## src/hw/ssf_pkg.sv

```systemverilog
// Purpose: shared constants for the serial status flag block
// Assumes: 32-bit apb, one word per register
// Notes:   flag and enable registers share one bit layout

// ****************************************
// constants
// ****************************************
package ssf_pkg;

    localparam int          APB_AW          = 12;
    localparam int          APB_DW          = 32;
    localparam int          REG_W           = 8;

    localparam logic [11:0] OFS_FLAGS       = 12'h000;
    localparam logic [11:0] OFS_ENABLES     = 12'h004;
    localparam logic [11:0] OFS_CONTROL     = 12'h008;

    localparam int          BIT_SHIFT_EMPTY = 7;
    localparam int          BIT_COUNT_ZERO  = 6;
    localparam int          BIT_SEL_START   = 5;
    localparam int          BIT_SEL_END     = 4;
    localparam int          BIT_RX_OVER     = 2;
    localparam int          BIT_TX_UNDER    = 1;

    localparam int          BIT_MASTER      = 0;
    localparam int          BIT_TX_REQ      = 1;
    localparam int          BIT_RX_REQ      = 2;

    localparam logic [7:0]  IMPL_MASK       = 8'hf6;
    localparam logic [7:0]  CTRL_MASK       = 8'h07;

    localparam logic [7:0]  RST_FLAGS       = 8'h00;
    localparam logic [7:0]  RST_ENABLES     = 8'h00;
    localparam logic [7:0]  RST_CONTROL     = 8'h00;

    localparam logic        SEL_IDLE        = 1'b0;

    typedef logic [7:0] ssf_byte_t;

endpackage : ssf_pkg

```

## src/hw/ssf_evt_if.sv

```systemverilog
// Purpose: carries event strobes from the detector to the register block
// Assumes: single pclk domain
// Notes:   all signals are one-cycle pulses

`timescale 1ns/1ps

// ****************************************
// interface
// ****************************************
interface ssf_evt_if;
    import ssf_pkg::*;

    ssf_byte_t set_vec;
    logic      rx_discard;
    logic      tx_replay;

    modport src (output set_vec, output rx_discard, output tx_replay);
    modport dst (input  set_vec, input  rx_discard, input  tx_replay);

endinterface : ssf_evt_if

```

## src/hw/ssf_evt_detect.sv

```systemverilog
// Purpose: turns shift engine events into flag set strobes
// Assumes: all inputs come from logic on pclk
// Notes:   select edges are found against the previous effective level

`timescale 1ns/1ps

module ssf_evt_detect
    import ssf_pkg::*;
(
    input  wire logic pclk,
    input  wire logic presetn,
    input  wire logic master_mode,
    input  wire logic tx_data_required,
    input  wire logic rx_space_required,
    input  wire logic xfer_done,
    input  wire logic xfer_start,
    input  wire logic start_pending,
    input  wire logic count_hit_zero,
    input  wire logic ss_active,
    input  wire logic rx_buffer_full,
    input  wire logic tx_buffer_empty,
    ssf_evt_if.src    evt
);

    // ****************************************
    // select edge history
    // ****************************************
    logic sel_prev_ff;
    logic rx_over;
    logic tx_under;

    always_ff @(posedge pclk or negedge presetn)
    begin
        if (!presetn)
            sel_prev_ff <= SEL_IDLE;
        else
            sel_prev_ff <= ss_active;
    end

    // ****************************************
    // set strobes
    // ****************************************
    // overflow and underflow cannot happen when this end drives the clock
    assign rx_over  = !master_mode && xfer_done && rx_buffer_full && rx_space_required;
    assign tx_under = !master_mode && xfer_start && tx_buffer_empty && tx_data_required;

    always_comb
    begin
        evt.set_vec                  = 8'h00;
        evt.set_vec[BIT_SHIFT_EMPTY] = master_mode && xfer_done && !start_pending;
        evt.set_vec[BIT_COUNT_ZERO]  = count_hit_zero;
        evt.set_vec[BIT_SEL_START]   = ss_active && !sel_prev_ff;
        evt.set_vec[BIT_SEL_END]     = !ss_active && sel_prev_ff;
        evt.set_vec[BIT_RX_OVER]     = rx_over;
        evt.set_vec[BIT_TX_UNDER]    = tx_under;
    end

    assign evt.rx_discard = rx_over;
    assign evt.tx_replay  = tx_under;

    // ****************************************
    // checks
    // ****************************************
    sel_edges_a : assert property (@(posedge pclk) disable iff (!presetn)
        $rose(ss_active) |-> evt.set_vec[BIT_SEL_START] && !evt.set_vec[BIT_SEL_END])
        else $error("select start not strobed on rising select");

    empty_slave_a : assert property (@(posedge pclk) disable iff (!presetn)
        !master_mode |-> !evt.set_vec[BIT_SHIFT_EMPTY])
        else $error("shifter empty strobed in slave mode");

endmodule : ssf_evt_detect

```

## src/hw/ssf_top.sv

```systemverilog
// Purpose: status event flags, enables and interrupt request over apb
// Assumes: event inputs are pclk-synchronous pulses or levels
// Notes:   zero-wait apb slave answering in the first access cycle
//
// How it works
// - master mode, finished transfer with nothing queued sets shifter empty flag.
// - transfer counter reaching zero sets the count zero flag.
// - effective select going inactive to active sets select start flag.
// - effective select going active to inactive sets select end flag.
// - slave transfer done with receive full and space required sets overflow.
// - slave transfer start with transmit empty and data required sets underflow.
// - all six flags set by hardware, read and write by software, reset zero.
// - one enable bit per flag position, read write, reset zero.
// - bits three and zero of both registers always read zero.
// - interrupt request high while any flag and its enable are both set.
// - overflow discards the new word; underflow replays last received word.
// - flags never clear themselves when the cause goes away.

`timescale 1ns/1ps

module ssf_top
    import ssf_pkg::*;
(
    input  wire logic              pclk,
    input  wire logic              presetn,
    input  wire logic              psel,
    input  wire logic              penable,
    input  wire logic              pwrite,
    input  wire logic [APB_AW-1:0] paddr,
    input  wire logic [APB_DW-1:0] pwdata,
    input  wire logic [3:0]        pstrb,
    output logic      [APB_DW-1:0] prdata,
    output logic                   pready,
    output logic                   pslverr,
    input  wire logic              xfer_done,
    input  wire logic              xfer_start,
    input  wire logic              start_pending,
    input  wire logic              count_hit_zero,
    input  wire logic              ss_active,
    input  wire logic              rx_buffer_full,
    input  wire logic              tx_buffer_empty,
    output logic                   module_irq_request,
    output logic                   master_mode,
    output logic                   tx_data_required,
    output logic                   rx_space_required,
    output logic                   rx_word_discard,
    output logic                   tx_replay_last_rx
);

    // ****************************************
    // declarations
    // ****************************************
    ssf_byte_t         flags_ff;
    ssf_byte_t         nxt_flags;
    ssf_byte_t         enables_ff;
    ssf_byte_t         control_ff;
    logic [APB_DW-1:0] prdata_ff;
    logic              pready_ff;
    logic              pslverr_ff;
    logic              irq_ff;
    logic              discard_ff;
    logic              replay_ff;
    logic              setup_phase;
    logic              access_done;
    logic              wr_lane0;
    logic              wr_flags;
    logic              wr_enables;
    logic              wr_control;

    ssf_evt_if evt ();

    // ****************************************
    // address decode
    // ****************************************
    function automatic logic is_mapped(input logic [APB_AW-1:0] a);
        is_mapped = (a == OFS_FLAGS) || (a == OFS_ENABLES) || (a == OFS_CONTROL);
    endfunction : is_mapped

    function automatic ssf_byte_t read_mux(input logic [APB_AW-1:0] a,
                                           input ssf_byte_t        f,
                                           input ssf_byte_t        e,
                                           input ssf_byte_t        c);
        read_mux = 8'h00;
        case (a)
            OFS_FLAGS   : read_mux = f & IMPL_MASK;
            OFS_ENABLES : read_mux = e & IMPL_MASK;
            OFS_CONTROL : read_mux = c & CTRL_MASK;
            default     : read_mux = 8'h00;
        endcase
    endfunction : read_mux

    // only byte lane 0 carries register bits; other lanes are ignored
    assign setup_phase = psel && !penable;
    assign access_done = psel && penable && pready_ff;
    assign wr_lane0    = access_done && pwrite && pstrb[0];
    assign wr_flags    = wr_lane0 && (paddr == OFS_FLAGS);
    assign wr_enables  = wr_lane0 && (paddr == OFS_ENABLES);
    assign wr_control  = wr_lane0 && (paddr == OFS_CONTROL);

    // ****************************************
    // apb handshake
    // ****************************************
    always_ff @(posedge pclk or negedge presetn)
    begin
        if (!presetn)
            pready_ff <= 1'b0;
        else
            pready_ff <= setup_phase;
    end

    always_ff @(posedge pclk or negedge presetn)
    begin
        if (!presetn)
            pslverr_ff <= 1'b0;
        else if (setup_phase)
            pslverr_ff <= !is_mapped(paddr);
        else
            pslverr_ff <= 1'b0;
    end

    // read data is caught in the setup cycle so prdata can be a flop;
    // a flag set in that same cycle shows on the next read, never lost
    always_ff @(posedge pclk or negedge presetn)
    begin
        if (!presetn)
            prdata_ff <= '0;
        else if (setup_phase && !pwrite)
            prdata_ff <= {24'h000000, read_mux(paddr, flags_ff, enables_ff, control_ff)};
        else if (access_done)
            prdata_ff <= '0;
    end

    // ****************************************
    // event detector
    // ****************************************
    ssf_evt_detect u_evt (
        .pclk              (pclk),
        .presetn           (presetn),
        .master_mode       (control_ff[BIT_MASTER]),
        .tx_data_required  (control_ff[BIT_TX_REQ]),
        .rx_space_required (control_ff[BIT_RX_REQ]),
        .xfer_done         (xfer_done),
        .xfer_start        (xfer_start),
        .start_pending     (start_pending),
        .count_hit_zero    (count_hit_zero),
        .ss_active         (ss_active),
        .rx_buffer_full    (rx_buffer_full),
        .tx_buffer_empty   (tx_buffer_empty),
        .evt               (evt.src)
    );

    // ****************************************
    // flag register
    // ****************************************
    always_comb
    begin
        nxt_flags = flags_ff;
        if (wr_flags)
            nxt_flags = pwdata[REG_W-1:0] & IMPL_MASK;
        nxt_flags = (nxt_flags | evt.set_vec) & IMPL_MASK;
    end

    always_ff @(posedge pclk or negedge presetn)
    begin
        if (!presetn)
            flags_ff <= RST_FLAGS;
        else
            flags_ff <= nxt_flags;
    end

    // ****************************************
    // enable and control registers
    // ****************************************
    always_ff @(posedge pclk or negedge presetn)
    begin
        if (!presetn)
            enables_ff <= RST_ENABLES;
        else if (wr_enables)
            enables_ff <= pwdata[REG_W-1:0] & IMPL_MASK;
    end

    // mode bits should only change while the shift engine is idle
    always_ff @(posedge pclk or negedge presetn)
    begin
        if (!presetn)
            control_ff <= RST_CONTROL;
        else if (wr_control)
            control_ff <= pwdata[REG_W-1:0] & CTRL_MASK;
    end

    // ****************************************
    // interrupt and data-path strobes
    // ****************************************
    // one cycle of latency keeps the request a clean flop output
    always_ff @(posedge pclk or negedge presetn)
    begin
        if (!presetn)
            irq_ff <= 1'b0;
        else
            irq_ff <= |(flags_ff & enables_ff);
    end

    always_ff @(posedge pclk or negedge presetn)
    begin
        if (!presetn)
            discard_ff <= 1'b0;
        else
            discard_ff <= evt.rx_discard;
    end

    always_ff @(posedge pclk or negedge presetn)
    begin
        if (!presetn)
            replay_ff <= 1'b0;
        else
            replay_ff <= evt.tx_replay;
    end

    // ****************************************
    // outputs
    // ****************************************
    assign prdata             = prdata_ff;
    assign pready             = pready_ff;
    assign pslverr            = pslverr_ff;
    assign module_irq_request = irq_ff;
    assign master_mode        = control_ff[BIT_MASTER];
    assign tx_data_required   = control_ff[BIT_TX_REQ];
    assign rx_space_required  = control_ff[BIT_RX_REQ];
    assign rx_word_discard    = discard_ff;
    assign tx_replay_last_rx  = replay_ff;

    // ****************************************
    // checks
    // ****************************************
    shifter_set_a : assert property (@(posedge pclk) disable iff (!presetn)
        control_ff[BIT_MASTER] && xfer_done && !start_pending
        |=> flags_ff[BIT_SHIFT_EMPTY])
        else $error("shifter empty flag not set after transfer");

    count_set_a : assert property (@(posedge pclk) disable iff (!presetn)
        count_hit_zero |=> flags_ff[BIT_COUNT_ZERO])
        else $error("count zero flag not set");

    sel_start_a : assert property (@(posedge pclk) disable iff (!presetn)
        $rose(ss_active) |=> flags_ff[BIT_SEL_START])
        else $error("select start flag not set");

    sel_end_a : assert property (@(posedge pclk) disable iff (!presetn)
        $fell(ss_active) |=> flags_ff[BIT_SEL_END])
        else $error("select end flag not set");

    rx_over_a : assert property (@(posedge pclk) disable iff (!presetn)
        !control_ff[BIT_MASTER] && control_ff[BIT_RX_REQ] && xfer_done && rx_buffer_full
        |=> flags_ff[BIT_RX_OVER] && rx_word_discard)
        else $error("overflow not flagged or word not discarded");

    tx_under_a : assert property (@(posedge pclk) disable iff (!presetn)
        !control_ff[BIT_MASTER] && control_ff[BIT_TX_REQ] && xfer_start && tx_buffer_empty
        |=> flags_ff[BIT_TX_UNDER] && tx_replay_last_rx)
        else $error("underflow not flagged or replay missing");

    master_no_over_a : assert property (@(posedge pclk) disable iff (!presetn)
        control_ff[BIT_MASTER] |=> !rx_word_discard && !tx_replay_last_rx)
        else $error("slave-only strobe seen in master mode");

    enable_write_a : assert property (@(posedge pclk) disable iff (!presetn)
        wr_enables |=> enables_ff == ($past(pwdata[REG_W-1:0]) & IMPL_MASK))
        else $error("enable register write lost");

    unimpl_zero_a : assert property (@(posedge pclk) disable iff (!presetn)
        (flags_ff & ~IMPL_MASK) == 8'h00 && (enables_ff & ~IMPL_MASK) == 8'h00)
        else $error("unimplemented bit reads one");

    irq_level_a : assert property (@(posedge pclk) disable iff (!presetn)
        ##1 module_irq_request == |($past(flags_ff) & $past(enables_ff)))
        else $error("interrupt request does not follow flags and enables");

    sticky_hold_a : assert property (@(posedge pclk) disable iff (!presetn)
        flags_ff[BIT_SEL_START] && !wr_flags |=> flags_ff[BIT_SEL_START])
        else $error("flag cleared without software write");

    clear_zero_a : assert property (@(posedge pclk) disable iff (!presetn)
        wr_flags && !pwdata[BIT_COUNT_ZERO] && !count_hit_zero
        |=> !flags_ff[BIT_COUNT_ZERO])
        else $error("write of zero did not clear flag");

    set_wins_a : assert property (@(posedge pclk) disable iff (!presetn)
        wr_flags && count_hit_zero |=> flags_ff[BIT_COUNT_ZERO])
        else $error("hardware set lost against software clear");

    apb_answer_a : assert property (@(posedge pclk) disable iff (!presetn)
        psel && !penable |=> pready ##1 !pready)
        else $error("apb answer not one cycle after setup");

    unmapped_err_a : assert property (@(posedge pclk) disable iff (!presetn)
        psel && !penable && !is_mapped(paddr) |=> pslverr)
        else $error("unmapped access not answered with error");

    rdata_idle_a : assert property (@(posedge pclk) disable iff (!presetn)
        !psel |-> prdata == '0)
        else $error("read data not zero outside a transfer");

    read_flags_a : assert property (@(posedge pclk) disable iff (!presetn)
        psel && !penable && !pwrite && paddr == OFS_FLAGS
        |=> prdata == {24'h000000, $past(flags_ff)} && !prdata[3] && !prdata[0])
        else $error("flag read data wrong");

    flag_write_a : assert property (@(posedge pclk) disable iff (!presetn)
        wr_flags && evt.set_vec == 8'h00
        |=> flags_ff == ($past(pwdata[REG_W-1:0]) & IMPL_MASK))
        else $error("flag register write lost");

    slave_no_empty_a : assert property (@(posedge pclk) disable iff (!presetn)
        !control_ff[BIT_MASTER] && !flags_ff[BIT_SHIFT_EMPTY] && !wr_flags
        |=> !flags_ff[BIT_SHIFT_EMPTY])
        else $error("shifter empty flag set in slave mode");

    // the first edge after reset compares against the reset history, not the pin
    sel_quiet_a : assert property (@(posedge pclk) disable iff (!presetn)
        $past(presetn) && $stable(ss_active) && !flags_ff[BIT_SEL_START] && !wr_flags
        |=> !flags_ff[BIT_SEL_START])
        else $error("select start flag set without an edge");

    enables_off_a : assert property (@(posedge pclk) disable iff (!presetn)
        enables_ff == 8'h00 |=> !module_irq_request)
        else $error("interrupt request with all enables off");

    discard_flag_a : assert property (@(posedge pclk) disable iff (!presetn)
        rx_word_discard |-> flags_ff[BIT_RX_OVER])
        else $error("word discarded without overflow flag");

    replay_flag_a : assert property (@(posedge pclk) disable iff (!presetn)
        tx_replay_last_rx |-> flags_ff[BIT_TX_UNDER])
        else $error("replay without underflow flag");

    // every implemented flag stays set until software writes the register
    for (genvar g = 0; g < REG_W; g++)
    begin : g_hold
        if (IMPL_MASK[g])
        begin : g_impl
            flag_hold_a : assert property (@(posedge pclk) disable iff (!presetn)
                flags_ff[g] && !wr_flags |=> flags_ff[g])
                else $error("flag cleared without software write");
        end
    end

endmodule : ssf_top

```

## config.mk

```make
export PLATFORM = sky130hd
export DESIGN_NAME = ssf_top
export DESIGN_NICKNAME = d
export VERILOG_FILES = /design/src/hw/ssf_pkg.sv /design/src/hw/ssf_evt_if.sv /design/src/hw/ssf_evt_detect.sv /design/src/hw/ssf_top.sv
export SDC_FILE = /design/constraint.sdc
export NUM_CORES = 1
export LEC_CHECK = 0
export BUFFER_PORTS_ARGS = -buffer_cell sky130_fd_sc_hd__buf_2
export CORE_MARGIN = 5
export CORE_UTILIZATION = 40
export CTS_CLUSTER_DIAMETER = 200
export DETAILED_ROUTE_END_ITERATION = 12
export PLACE_DENSITY = 0.78
export SYNTH_ARGS = -nofsm -noshare
export SYNTH_HDL_FRONTEND = slang
export SYNTH_SLANG_ARGS = --single-unit
```

## constraint.sdc

```tcl
create_clock -name pclk -period 3.2 [get_ports pclk]
set_input_delay 0.32 -clock pclk [delete_from_list [all_inputs] [get_ports pclk]]
set_output_delay 0.32 -clock pclk [all_outputs]
set_load 0.02 [all_outputs]
```

Word-level counts from Yosys, hierarchy flattened
Cells that the tools add are included.
{"block": "totals", "register_bits": 53, "out_inout_bits": 40, "wordCells": 50}
{"block": "classes", "n_mux": 5, "n_eq_ne": 2, "bitwise": 2, "n_reduce_logical": 31}
{"operator": "two-way mux 32 bit", "count": 2}
{"operator": "one-hot mux 8 bit (3 select lines)", "count": 1}
{"operator": "logical AND 1 bit", "count": 19}
{"operator": "equality test 12 x 3 -> 1 bit, second input constant", "count": 1}
{"operator": "equality test 12 x 4 -> 1 bit, second input constant", "count": 1}
{"operator": "zero test 12 bit", "count": 1}
{"operator": "AND 8 bit", "count": 1}
{"operator": "two-way mux 8 bit", "count": 1}
{"operator": "OR 8 bit", "count": 1}
{"operator": "OR reduction 8 bit", "count": 1}
{"operator": "zero test 1 bit", "count": 7}
{"operator": "logical OR 1 bit", "count": 2}
{"operator": "nonzero test 2 bit", "count": 1}
{"operator": "two-way mux 1 bit", "count": 1}

Logic depth before layout (Yosys ltp)
Gate-level depths: netlist (run 1).
{"block": "logic_depth", "depth_word": 7, "ltp_mapped": 5}

Cells and area by module
Synthesis (run 1) repeated with hierarchy kept, for this count alone.
{"block": "unflattened", "hier_cells": 137, "hier_area_um2": 1539.0}
{"mod": "ssf_top", "area_each_um2": 1430.1, "instances": 1, "cells_per_inst": 125}
{"mod": "ssf_evt_detect", "area_each_um2": 108.9, "instances": 1, "cells_per_inst": 12}

Worst setup path after synthesis (run 1)
Ideal clock, no wire load.
{"block": "synth_timing", "kind": "input-to-reg", "startpoint": "input paddr[9]", "endpoint": "register enables_ff[1]", "path_stages": 5, "setup_ns": 0.125, "slack_ns": 1.235, "arrival_time_ns": 1.840, "cell_sequence": "or4_4 or2_4 or3_1 buf_6 mux2_4"}
{"block": "synth_between", "elab_chain_cells": 2}
{"element": "start, declared", "line": "ssf_top.sv:29", "rtl": "input wire logic [APB_AW-1:0] paddr,"}
{"element": "equality test 12 x 3 -> 1 bit", "line": "ssf_top.sv:97", "rtl": "assign wr_enables = wr_lane0 && (paddr == OFS_ENABLES);"}
{"element": "logical AND 1 bit", "line": "ssf_top.sv:97"}
{"element": "end signal, assigned", "line": "ssf_top.sv:179", "rtl": "enables_ff <= pwdata[REG_W-1:0] & IMPL_MASK;"}
{"element": "end, declared", "line": "ssf_top.sv:55", "rtl": "ssf_byte_t enables_ff;"}
No other way between the ends.
A chain may end at the register's enable or synchronous reset.

Final worst setup path (run 1)
{"block": "layout_timing", "startpoint": "input paddr[5]", "endpoint": "register enables_ff[4]"}
Same word-level chain as after synthesis.

==> impl_metrics.py, run 1 <==
metrics = {
    "clocking": {
        "numCtsBuffers": 3,
        "post-cts-setup-buffer-count": 0,
        "cts_max_level": 1,
        "cts_max_path_buffers": 2,
        "cts_resized": 0,
        "cts_hold_buffers": 0,
        "clk_pin_slew_worst_paths_ns": 0.09,
        "clk_latency_ns": 0.27,
        "clock-sinks": 28,
        "cts_root_buf": "clkbuf_8",
        "cts_tree": "done",
    },
    "drt": {
        "first_pass_iters": 3,
        "first_iter_violations": 26,
        "drc": 0,
        "vias": 1043,
        "detail_route.vias_per_cell": 4.62,
        "totalWireLength_um": 3010,
        "wl_per_cell_um": 13.3,
        "postRouteAntennaNets": 0,
    },
    "timing": {
        "worst_slew_pin_slew_ns": 0.675,
        "setup_viol": 0,
        "hold_violations": 0,
        "clock.fmax_mhz": 509,
        "fin_crit_ns": 1.96,
        "fin_skew_ns": 0.00519,
        "timing.slew.headroom_pct": 54.8,
        "tns_ns": 0,
        "rsz0062_at_grt": "no",
        "layout_worst_path_cycle_share_pct": 61.4,
        "slew_violations": 0,
    },
    "final_layout": {
        "area_growth_pct": 15.8,
        "drive_gt1_share_pct": 34.8,
        "diodes": 0,
        "finalNetCount": 239,
        "fin_cells": 226,
        "fillers": 364,
        "fin_util_pct": 47.3,
        "final_area_um2": 1710,
    },
    "global_routing": {
        "antenna_found_initial": 0,
        "grt_pass1_wl_um": 4570,
        "gr-total-overflow": 0,
        "grt_pass1_vias": 1012,
        "grt_max_degree": 29,
        "grt_use_total_pct": 11.6,
    },
    "yosys": {
        "postSynthCellCount": 131,
        "synth-seq-cells": 28,
        "ys_top_cells_by_area": "dfrtp_1, buf_4, mux2i_1",
        "yosys.area.top_type_share_pct": 47.5,
        "ys_types": 31,
        "seq_area_frac_synth_pct": 47.5,
        "syn-cell-area_um2": 1470,
        "yosysTopAreaCell": "dfrtp_1",
        "yosys_warnings": 0,
        "avgSynthCellArea_um2": 11.3,
    },
    "worst_setup_path": {
        "worstPathArrival_ns": 2.13,
        "worstReg2RegStart": "pready$_DFF_PN0_",
        "slowest_stage": "or3_1",
        "critical_path_class": "input pin to register",
        "required_ns": 3.37,
        "worstSetupStartpoint": "paddr[5]",
        "critical-path-max-stage-delay_ns": 0.57,
        "cp-start-kind": "input pin",
        "crit_chain": "buf_2, nor4_1, nand4_1, or3_1, mux2_4",
        "crit_fanout": 6,
        "endpoint_kind": "register",
    },
    "floorplan": {
        "coreArea_um2": 3610,
        "start_util_pct": 40.9,
        "io_pins": 100,
        "die_w_um": 70.7,
        "rows": 22,
        "fp.dieH_um": 70.7,
        "dieArea_um2": 5000,
    },
    "place": {
        "place_area_um2": 1650,
        "gp_congestion": 0.765,
        "hpwlAfterDp_um": 2430,
        "place_inst": 222,
        "port_buffers": 46,
    },
    "pwr": {
        "peakVddDrop_mv": 0.119,
        "power.density_nw_per_um2": 378,
        "p_leak_nw": 0.905,
    },
    "job": {
        "maxCapViolCount": 0,
    },
    "min_path": {
        "hold_path_class": "input pin to async pin",
    },
    "run_status": {
        "status": "completed",
    },
}
[path summary, 6_finish.rpt]
path                                               end  slack [ns]  cells past startpoint
min                              flags_ff[6]$_DFF_PN0_        0.04                      1
max in group asynchronous             pready$_DFF_PN0_        2.77                      1
min in group pclk          u_evt.sel_prev_ff$_DFF_PN0_        0.18                      1
max reg2reg                  enables_ff[4]$_DFFE_PN0P_        1.44                      4
min reg2reg                      prdata[0]$_DFFE_PN0P_        0.49                      1
max                          enables_ff[4]$_DFFE_PN0P_        1.24                      5
[routing by layer]
metal  GRT usage (%)  vias to the layer above  part of all wire (%)  routed length [um]
met1            13.3                      490                    40                1220
li1                -                      504                     -                   -
met5               0                        -                     0                   0
met3            4.69                        7                    10                 301
met2            19.2                       42                    47                1420
met4            5.22                        0                   2.3                  68
[cell usage in the layout (no fill, tap or decap)]
master	netlist	final
and4b_1	2	2
nand2_1	6	6
or2_4	1	1
o21ai_0	3	3
nor2_1	14	14
buf_2	0	46
a22oi_1	3	3
a31oi_1	1	1
dfrtp_1	28	28
mux2_2	3	3
nand3_1	1	1
o2bb2ai_1	4	4
nor4_1	2	2
and4_1	1	1
mux2_4	6	6
conb_1	1	25
nor2b_1	3	3
clkbuf_8	0	4
or3_1	1	1
nor3_2	1	1
nor3b_1	1	1
inv_1	2	2
or4_1	1	1
nand4_1	1	1
nand2b_1	1	1
or4_4	1	1
mux2i_1	12	12
a32o_1	1	1
a22o_1	2	2
a21oi_1	1	1
[power breakdown]
group | internal, mW | total [mW] | switching [mW]
Sequential | 0.355 | 0.356 | 0.000888
Clock | 0.110 | 0.214 | 0.104
Combinational | 0.0214 | 0.0743 | 0.0530
[critical path: cells and delay by family]
kind | cells | cell delay, ns
AND/OR/NAND/NOR | 3 | 1.35
multiplexers | 1 | 0.36
buffers and inverters | 1 | 0.10
[synth_stat cells, drive strengths merged]
master	count
buf	26
nand4	1
o2bb2ai	4
nor2b	3
o21ai	3
nand2b	1
mux2	9
a22o	2
or3	1
mux2i	12
a31oi	1
dfrtp	28
clkbuf	1
or4	2
nand2	6
conb	1
a21oi	1
inv	2
nor4	2
a32o	1
or2	1
nor2	14
and4b	2
nand3	1
a22oi	3
nor3	1
and4	1
nor3b	1
[area by class of cell]
cell class	instances	area, um2	area share [%]
timing repair buffer	46	230	13.5
multi-input combinational	98	653	38.3
sequential	28	701	41.1
inverter	2	7.51	0.440
tap	48	60.1	3.52
clock buffer	4	55.1	3.23
[per-stage QoR]
stage	worst slack (ns)	power (mW)	hold WS, ns
floorplan	1.24	0.429	0.0244
global placement	1.02	0.436	0.362
detailed placement	0.946	0.438	0.368
CTS	1.25	0.653	0.0654
global route	1.16	0.676	0.0921
finish	1.24	0.645	0.0430
[logic make-up after synthesis]
| group | Yosys count | share of synthesized area [%] |
|---|---|---|
| AND/OR/NAND/NOR | 37 | 13.8 |
| flip-flops | 28 | 47.5 |
| AO/OA/AOI/OAI | 15 | 7.55 |
| multiplexers | 21 | 16.6 |
| other | 1 | 0.254 |
| buffers and inverters | 29 | 14.3 |
[state kept, by name (all words and copies together) (netlist names), 3 cells and up]
name and cells:
control_ff 3, prdata 7, flags_ff 6, enables_ff 6
Power figures use the tool's default switching activity.
==> run 2, diff against run 1 <==
ABC_AREA = 1   (was not set)
CORE_UTILIZATION = 38   (was 40)
PLACE_DENSITY = 0.76   (was 0.78)
clock period = 1.6 ns   (was 3.2 ns; I/O delays follow)
==> run 2 against run 1 <==
Compared with the run above:
- cell count increased by 27%
- power increased by 100%
- die area increased by 10%
- global-route usage increased by 0.41 points
- via count increased by 22%
- first-iteration DRC count increased by 23%
- critical path type is now register to register
- critical endpoint is now control_ff[0]$_DFFE_PN0P_
- highest routed layer unchanged
==> impl_metrics.py, run 2 <==
metrics = {
    "clocking": {
        "cts_root_buf": "clkbuf_8",
        "clk_pin_slew_worst_paths_ns": 0.09,
        "numCtsBuffers": 3,
        "cts_max_path_buffers": 2,
        "clock-sinks": 28,
        "cts_tree": "done",
        "cts_max_level": 1,
        "clk_latency_ns": 0.27,
        "cts_resized": 0,
    },
    "final_layout": {
        "diodes": 0,
        "area_growth_pct": 16.7,
        "finalNetCount": 299,
        "layout_commonest_cell": "nand2_1",
        "drive_gt1_share_pct": 29.0,
        "fillers": 417,
        "final_cell_mix": "nand2_1, buf_2, dfrtp_1",
        "largest_reg_flops": 7,
    },
    "timing": {
        "hold_violations": 0,
        "layout_worst_path_cycle_share_pct": 85.8,
        "slew_violations": 0,
        "layout_setup_ws_ns": 0.227,
        "fin_hold_ws_ns": 0.0692,
        "setup_viol": 0,
        "timing.slew.headroom_pct": 59.8,
        "fin_crit_ns": 1.37,
        "rsz0062_at_grt": "no",
        "clock.fmax_mhz": 729,
        "worst_slew_pin_slew_ns": 0.604,
        "tns_ns": 0,
        "fin_skew_ns": 0.00338,
    },
    "worst_setup_path": {
        "worstPathArrival_ns": 1.53,
        "reg2regPathDepth": 5,
        "path_common_cell": "nand3_1",
        "required_ns": 1.75,
        "cp-start-kind": "register",
        "endpoint_kind": "register",
        "critical_path_class": "register to register",
        "crit_chain": "nand3_1, nor2_2, nand3_1, nor2_1, a21oi_1",
        "slowest_stage": "dfrtp_1",
        "crit_fanout": 6,
        "critical-path-max-stage-delay_ns": 0.36,
    },
    "global_routing": {
        "grt_pass1_wl_um": 5200,
        "grt_use_total_pct": 12.1,
        "grt-busiest-layer": "met2",
        "antenna_found_initial": 0,
        "gr-total-overflow": 0,
        "gr-usage-met1_pct": 14.7,
        "grt_max_degree": 29,
        "grt_pass1_vias": 1171,
        "met3_usage_pct": 3.24,
        "grt_use_met2_pct": 20.8,
    },
    "yosys": {
        "synth_mux_area_share_pct": 0,
        "synth-xor-area-share_pct": 0,
        "avgSynthCellArea_um2": 8.40,
        "synth.top_cells.by_count": "nand2_1, dfrtp_1, buf_4",
        "synth_top_family_by_area": "simple AND/OR/NAND/NOR gates",
        "ys_top_cells_by_area": "dfrtp_1, buf_4, nand2_1",
        "synth_edf_count": 0,
        "syn-cell-area_um2": 1570,
        "synthArstFlopShare_pct": 100,
        "yosys_warnings": 0,
        "synthSimpleGateAreaFrac_pct": 29.1,
        "synth-seq-cells": 28,
        "yosys.area.top_type_share_pct": 44.6,
        "yosys.area_share.adder_pct": 0,
        "yosys_most_used_dff": "dfrtp_1",
        "yosysMostFrequentCell": "nand2_1",
        "seq_area_frac_synth_pct": 44.6,
        "synth_compound_area_share_pct": 7.88,
        "yosysTopAreaCell": "dfrtp_1",
        "postSynthCellCount": 187,
        "ys_types": 23,
    },
    "place": {
        "port_buffers": 46,
        "gp_congestion": 0.795,
        "hpwlAfterDp_um": 2580,
        "dp_slack_ns": 0.233,
    },
    "floorplan": {
        "io_pins": 100,
        "die_w_um": 74.3,
        "rows": 23,
        "dieArea_um2": 5520,
        "start_util_pct": 39.3,
        "fp.dieH_um": 74.3,
        "coreArea_um2": 4000,
    },
    "drt": {
        "first_pass_iters": 4,
        "totalWireLength_um": 3250,
        "vias": 1273,
        "wl_per_cell_um": 11.3,
        "postRouteAntennaNets": 0,
        "first_iter_violations": 32,
        "detail_route.vias_per_cell": 4.42,
        "drc": 0,
    },
    "pwr": {
        "power.density_nw_per_um2": 710,
        "p_leak_nw": 1.06,
        "peakVddDrop_mv": 0.345,
    },
    "min_path": {
        "hold_path_class": "input pin to register",
        "whs_path_depth": 2,
    },
    "run_status": {
        "status": "completed",
    },
    "job": {
        "maxCapViolCount": 0,
    },
}
run 2: routing by layer:
metal | wire, um | part of all wire, % | vias to the layer above
li1 | - | - | 654
met1 | 1270 | 39 | 570
met2 | 1670 | 51 | 43
met3 | 267 | 8.2 | 6
met4 | 38 | 1.2 | 0
met5 | 0 | 0 | -
run 2: path summary, 6_finish.rpt:
path	from	end	slack, ns
worst min-delay path	penable	pready$_DFF_PN0_	0.07
min in group asynchronous	presetn	pslverr$_DFF_PN0_	0.43
worst min register to register	u_evt.sel_prev_ff$_DFF_PN0_	flags_ff[5]$_DFF_PN0_	0.47
worst max-delay path	pready$_DFF_PN0_	control_ff[0]$_DFFE_PN0P_	0.23
max in group asynchronous	presetn	enables_ff[5]$_DFFE_PN0P_	0.77
worst max register to register	pready$_DFF_PN0_	control_ff[0]$_DFFE_PN0P_	0.23
run 2: repair_timing:
item | 4_1_cts | 5_1_grt
hold buffers | 1 | 1
buffers inserted | 0 | 0
endpoints found under the hold margin | 28 | 1
run 2: through the flow:
step	instance area [um2]	cells	total power [mW]	utilization (%)
floorplan	1660	211	0.863	-
global placement	1760	282	0.877	44.0
detailed placement	1760	282	0.880	44.0
CTS	1820	287	1.31	45.6
global route	1830	288	1.37	45.9
finish	1830	288	1.30	45.9
run 2: cell families (layout without fill, tap and decap cells):
group / count (synthesis) / in the layout
AOI/OAI and AO/OA: 17 / 17
other: 1 / 25
buffers and inverters: 47 / 74
and+or+nand+nor: 94 / 94
DFF: 28 / 28
run 2: report_power, final:
part / internal (mW) / switching, mW
sequential: 0.711 / 0.00159
combinational: 0.0419 / 0.114
clock: 0.220 / 0.213
total: 0.973 / 0.329
run 2: layout make-up:
class                      instances  area [um2]  share of cell area, %
timing repair buffer              50         265                   14.5
multi-input combinational        136         676                   36.8
inverter                          20        75.1                   4.09
sequential                        28         701                   38.2
clock buffer                       4        55.1                   3.00
tap                               50        62.6                   3.41
run 2: worst max-delay path: cells and delay by family (launching register included):
| kind | cells | cell delay [ns] |
|---|---|---|
| AND/OR/NAND/NOR | 4 | 0.85 |
| AO/OA/AOI/OAI | 1 | 0.05 |
| flip-flops | 1 | 0.36 |
==> run 3, diff against run 2 <==
CORE_UTILIZATION = 40   (was 38)
clock period = 1.57 ns   (was 1.6 ns; I/O delays follow)
==> run 3 against run 2 <==
Compared with the run above:
- power grew 11%
- design area increased by 1.6%
- critical path type unchanged
- clock-buffer cell count decreased by 1
- combinational power is 3% higher
- global-route usage rose by 0.53 points
- first-iteration DRC count increased by 91%
- hold slack about the same
- die area down 4.3%
- largest cell class unchanged
==> impl_metrics.py, run 3 (same netlist as run 2, synthesis figures left out) <==
metrics = {
    "run_status": {
        "status": "completed",
    },
    "drt": {
        "first_pass_iters": 4,
        "top_layer": "met4",
        "vias": 1261,
        "wl_met1_um": 1400,
        "detail_route.vias_per_cell": 4.38,
        "wl_per_cell_um": 11.3,
        "totalWireLength_um": 3250,
        "wl_met3_um": 296,
        "drc": 0,
        "postRouteAntennaNets": 0,
        "met2WireLength_um": 1520,
        "first_iter_violations": 61,
    },
    "pwr": {
        "peakVddDrop_mv": 0.316,
        "power.density_nw_per_um2": 779,
        "total_power_mw": 1.45,
        "p_leak_nw": 1.08,
    },
    "clocking": {
        "cts_max_path_buffers": 2,
        "clk_latency_ns": 0.27,
        "post-cts-setup-buffer-count": 0,
        "numCtsBuffers": 3,
        "cts_max_level": 1,
        "cts_root_buf": "clkbuf_8",
        "cts_tree": "done",
        "cts_resized": 0,
        "clk_pin_slew_worst_paths_ns": 0.09,
        "clock-sinks": 28,
    },
    "final_layout": {
        "finalNetCount": 301,
        "drive_gt1_share_pct": 29.6,
        "final_cell_mix": "nand2_1, buf_2, dfrtp_1",
        "largest_reg_flops": 7,
        "layout_commonest_cell": "nand2_1",
        "fin_cells": 288,
        "area_growth_pct": 18.6,
        "diodes": 0,
    },
    "place": {
        "hpwlAfterDp_um": 2600,
        "port_buffers": 46,
        "place_inst": 282,
        "gp_congestion": 0.787,
    },
    "worst_setup_path": {
        "critical_path_class": "register to register",
        "endpoint_kind": "register",
        "worstPathArrival_ns": 1.45,
        "required_ns": 1.74,
        "crit_fanout": 12,
        "cp-start-kind": "register",
    },
    "global_routing": {
        "grt_pass1_wl_um": 5290,
        "grt_max_degree": 29,
        "antenna_found_initial": 0,
        "grt_use_total_pct": 12.6,
        "gr-total-overflow": 0,
        "grt_pass1_vias": 1209,
    },
    "floorplan": {
        "fp.dieH_um": 72.7,
        "coreArea_um2": 3740,
        "io_pins": 100,
        "start_util_pct": 42.0,
        "rows": 22,
        "die_w_um": 72.7,
        "dieArea_um2": 5280,
    },
    "timing": {
        "layout_worst_path_cycle_share_pct": 82.0,
        "clock.fmax_mhz": 777,
        "tns_ns": 0,
        "hold_violations": 0,
        "worst_slew_pin_slew_ns": 0.601,
        "slew_violations": 0,
        "rsz0062_at_grt": "no",
        "fin_skew_ns": 0.00303,
        "timing.slew.headroom_pct": 59.9,
        "fin_crit_ns": 1.29,
        "setup_viol": 0,
    },
    "job": {
        "maxCapViolCount": 0,
    },
    "min_path": {
        "hold_path_class": "input pin to register",
    },
}
run 3: worst max-delay path, cell delays in order (launching register included):
cell	delay, ns
dfrtp_1	0.36
nand3_1	0.12
nor2_2	0.18
nand3_2	0.29
nor2_1	0.20
a21oi_2	0.04
run 3: where the power goes:
part / internal, mW / switching (mW) / total, mW
Combinational: 0.0439 / 0.117 / 0.161
Clock: 0.341 / 0.223 / 0.564
Sequential: 0.725 / 0.00156 / 0.726
run 3: stage by stage:
stage / utilization, % / setup WS, ns / hold slack, ns / area (um2)
2_1_floorplan: - / 0.271 / -0.139 / 1660
3_3_place_gp: 47.3 / 0.214 / 0.197 / 1770
3_5_place_dp: 47.3 / 0.209 / 0.204 / 1770
4_1_cts: 49.8 / 0.270 / 0.0618 / 1860
5_1_grt: 49.8 / 0.160 / 0.0744 / 1860
6_report: 49.8 / 0.283 / 0.0697 / 1860
run 3: per-layer routing:
layer	vias up	track usage [%]
li1	658	-
met1	547	16.0
met2	52	21.3
met3	4	1.93
met4	0	4.92
met5	-	0
run 3: cell type report:
| type | instances | area, um2 |
|---|---|---|
| Fill cell | 377 | 1880 |
| Sequential cell | 28 | 701 |
| Multi-Input combinational cell | 136 | 676 |
| Timing Repair Buffer | 52 | 280 |
| Inverter | 20 | 75.1 |
| Tap cell | 48 | 60.1 |
| Clock buffer | 3 | 41.3 |
| Clock inverter | 1 | 30.0 |
run 3: final timing paths:
kind	to	slack [ns]	depth (start not counted)	from
setup / recovery	enables_ff[6]$_DFFE_PN0P_	0.28	5	pready$_DFF_PN0_
hold / removal	pready$_DFF_PN0_	0.07	2	penable
setup reg to reg	enables_ff[6]$_DFFE_PN0P_	0.28	5	pready$_DFF_PN0_
hold reg to reg	flags_ff[5]$_DFF_PN0_	0.47	1	u_evt.sel_prev_ff$_DFF_PN0_
max in group asynchronous	flags_ff[7]$_DFF_PN0_	0.76	2	presetn
min in group asynchronous	prdata[7]$_DFFE_PN0P_	0.42	2	presetn
run 3: repair_timing:
item                                    in CTS  in global routing
endpoints found under the setup margin       0                  0
hold buffers                                 2                  0
hold endpoints to repair                    29                  0
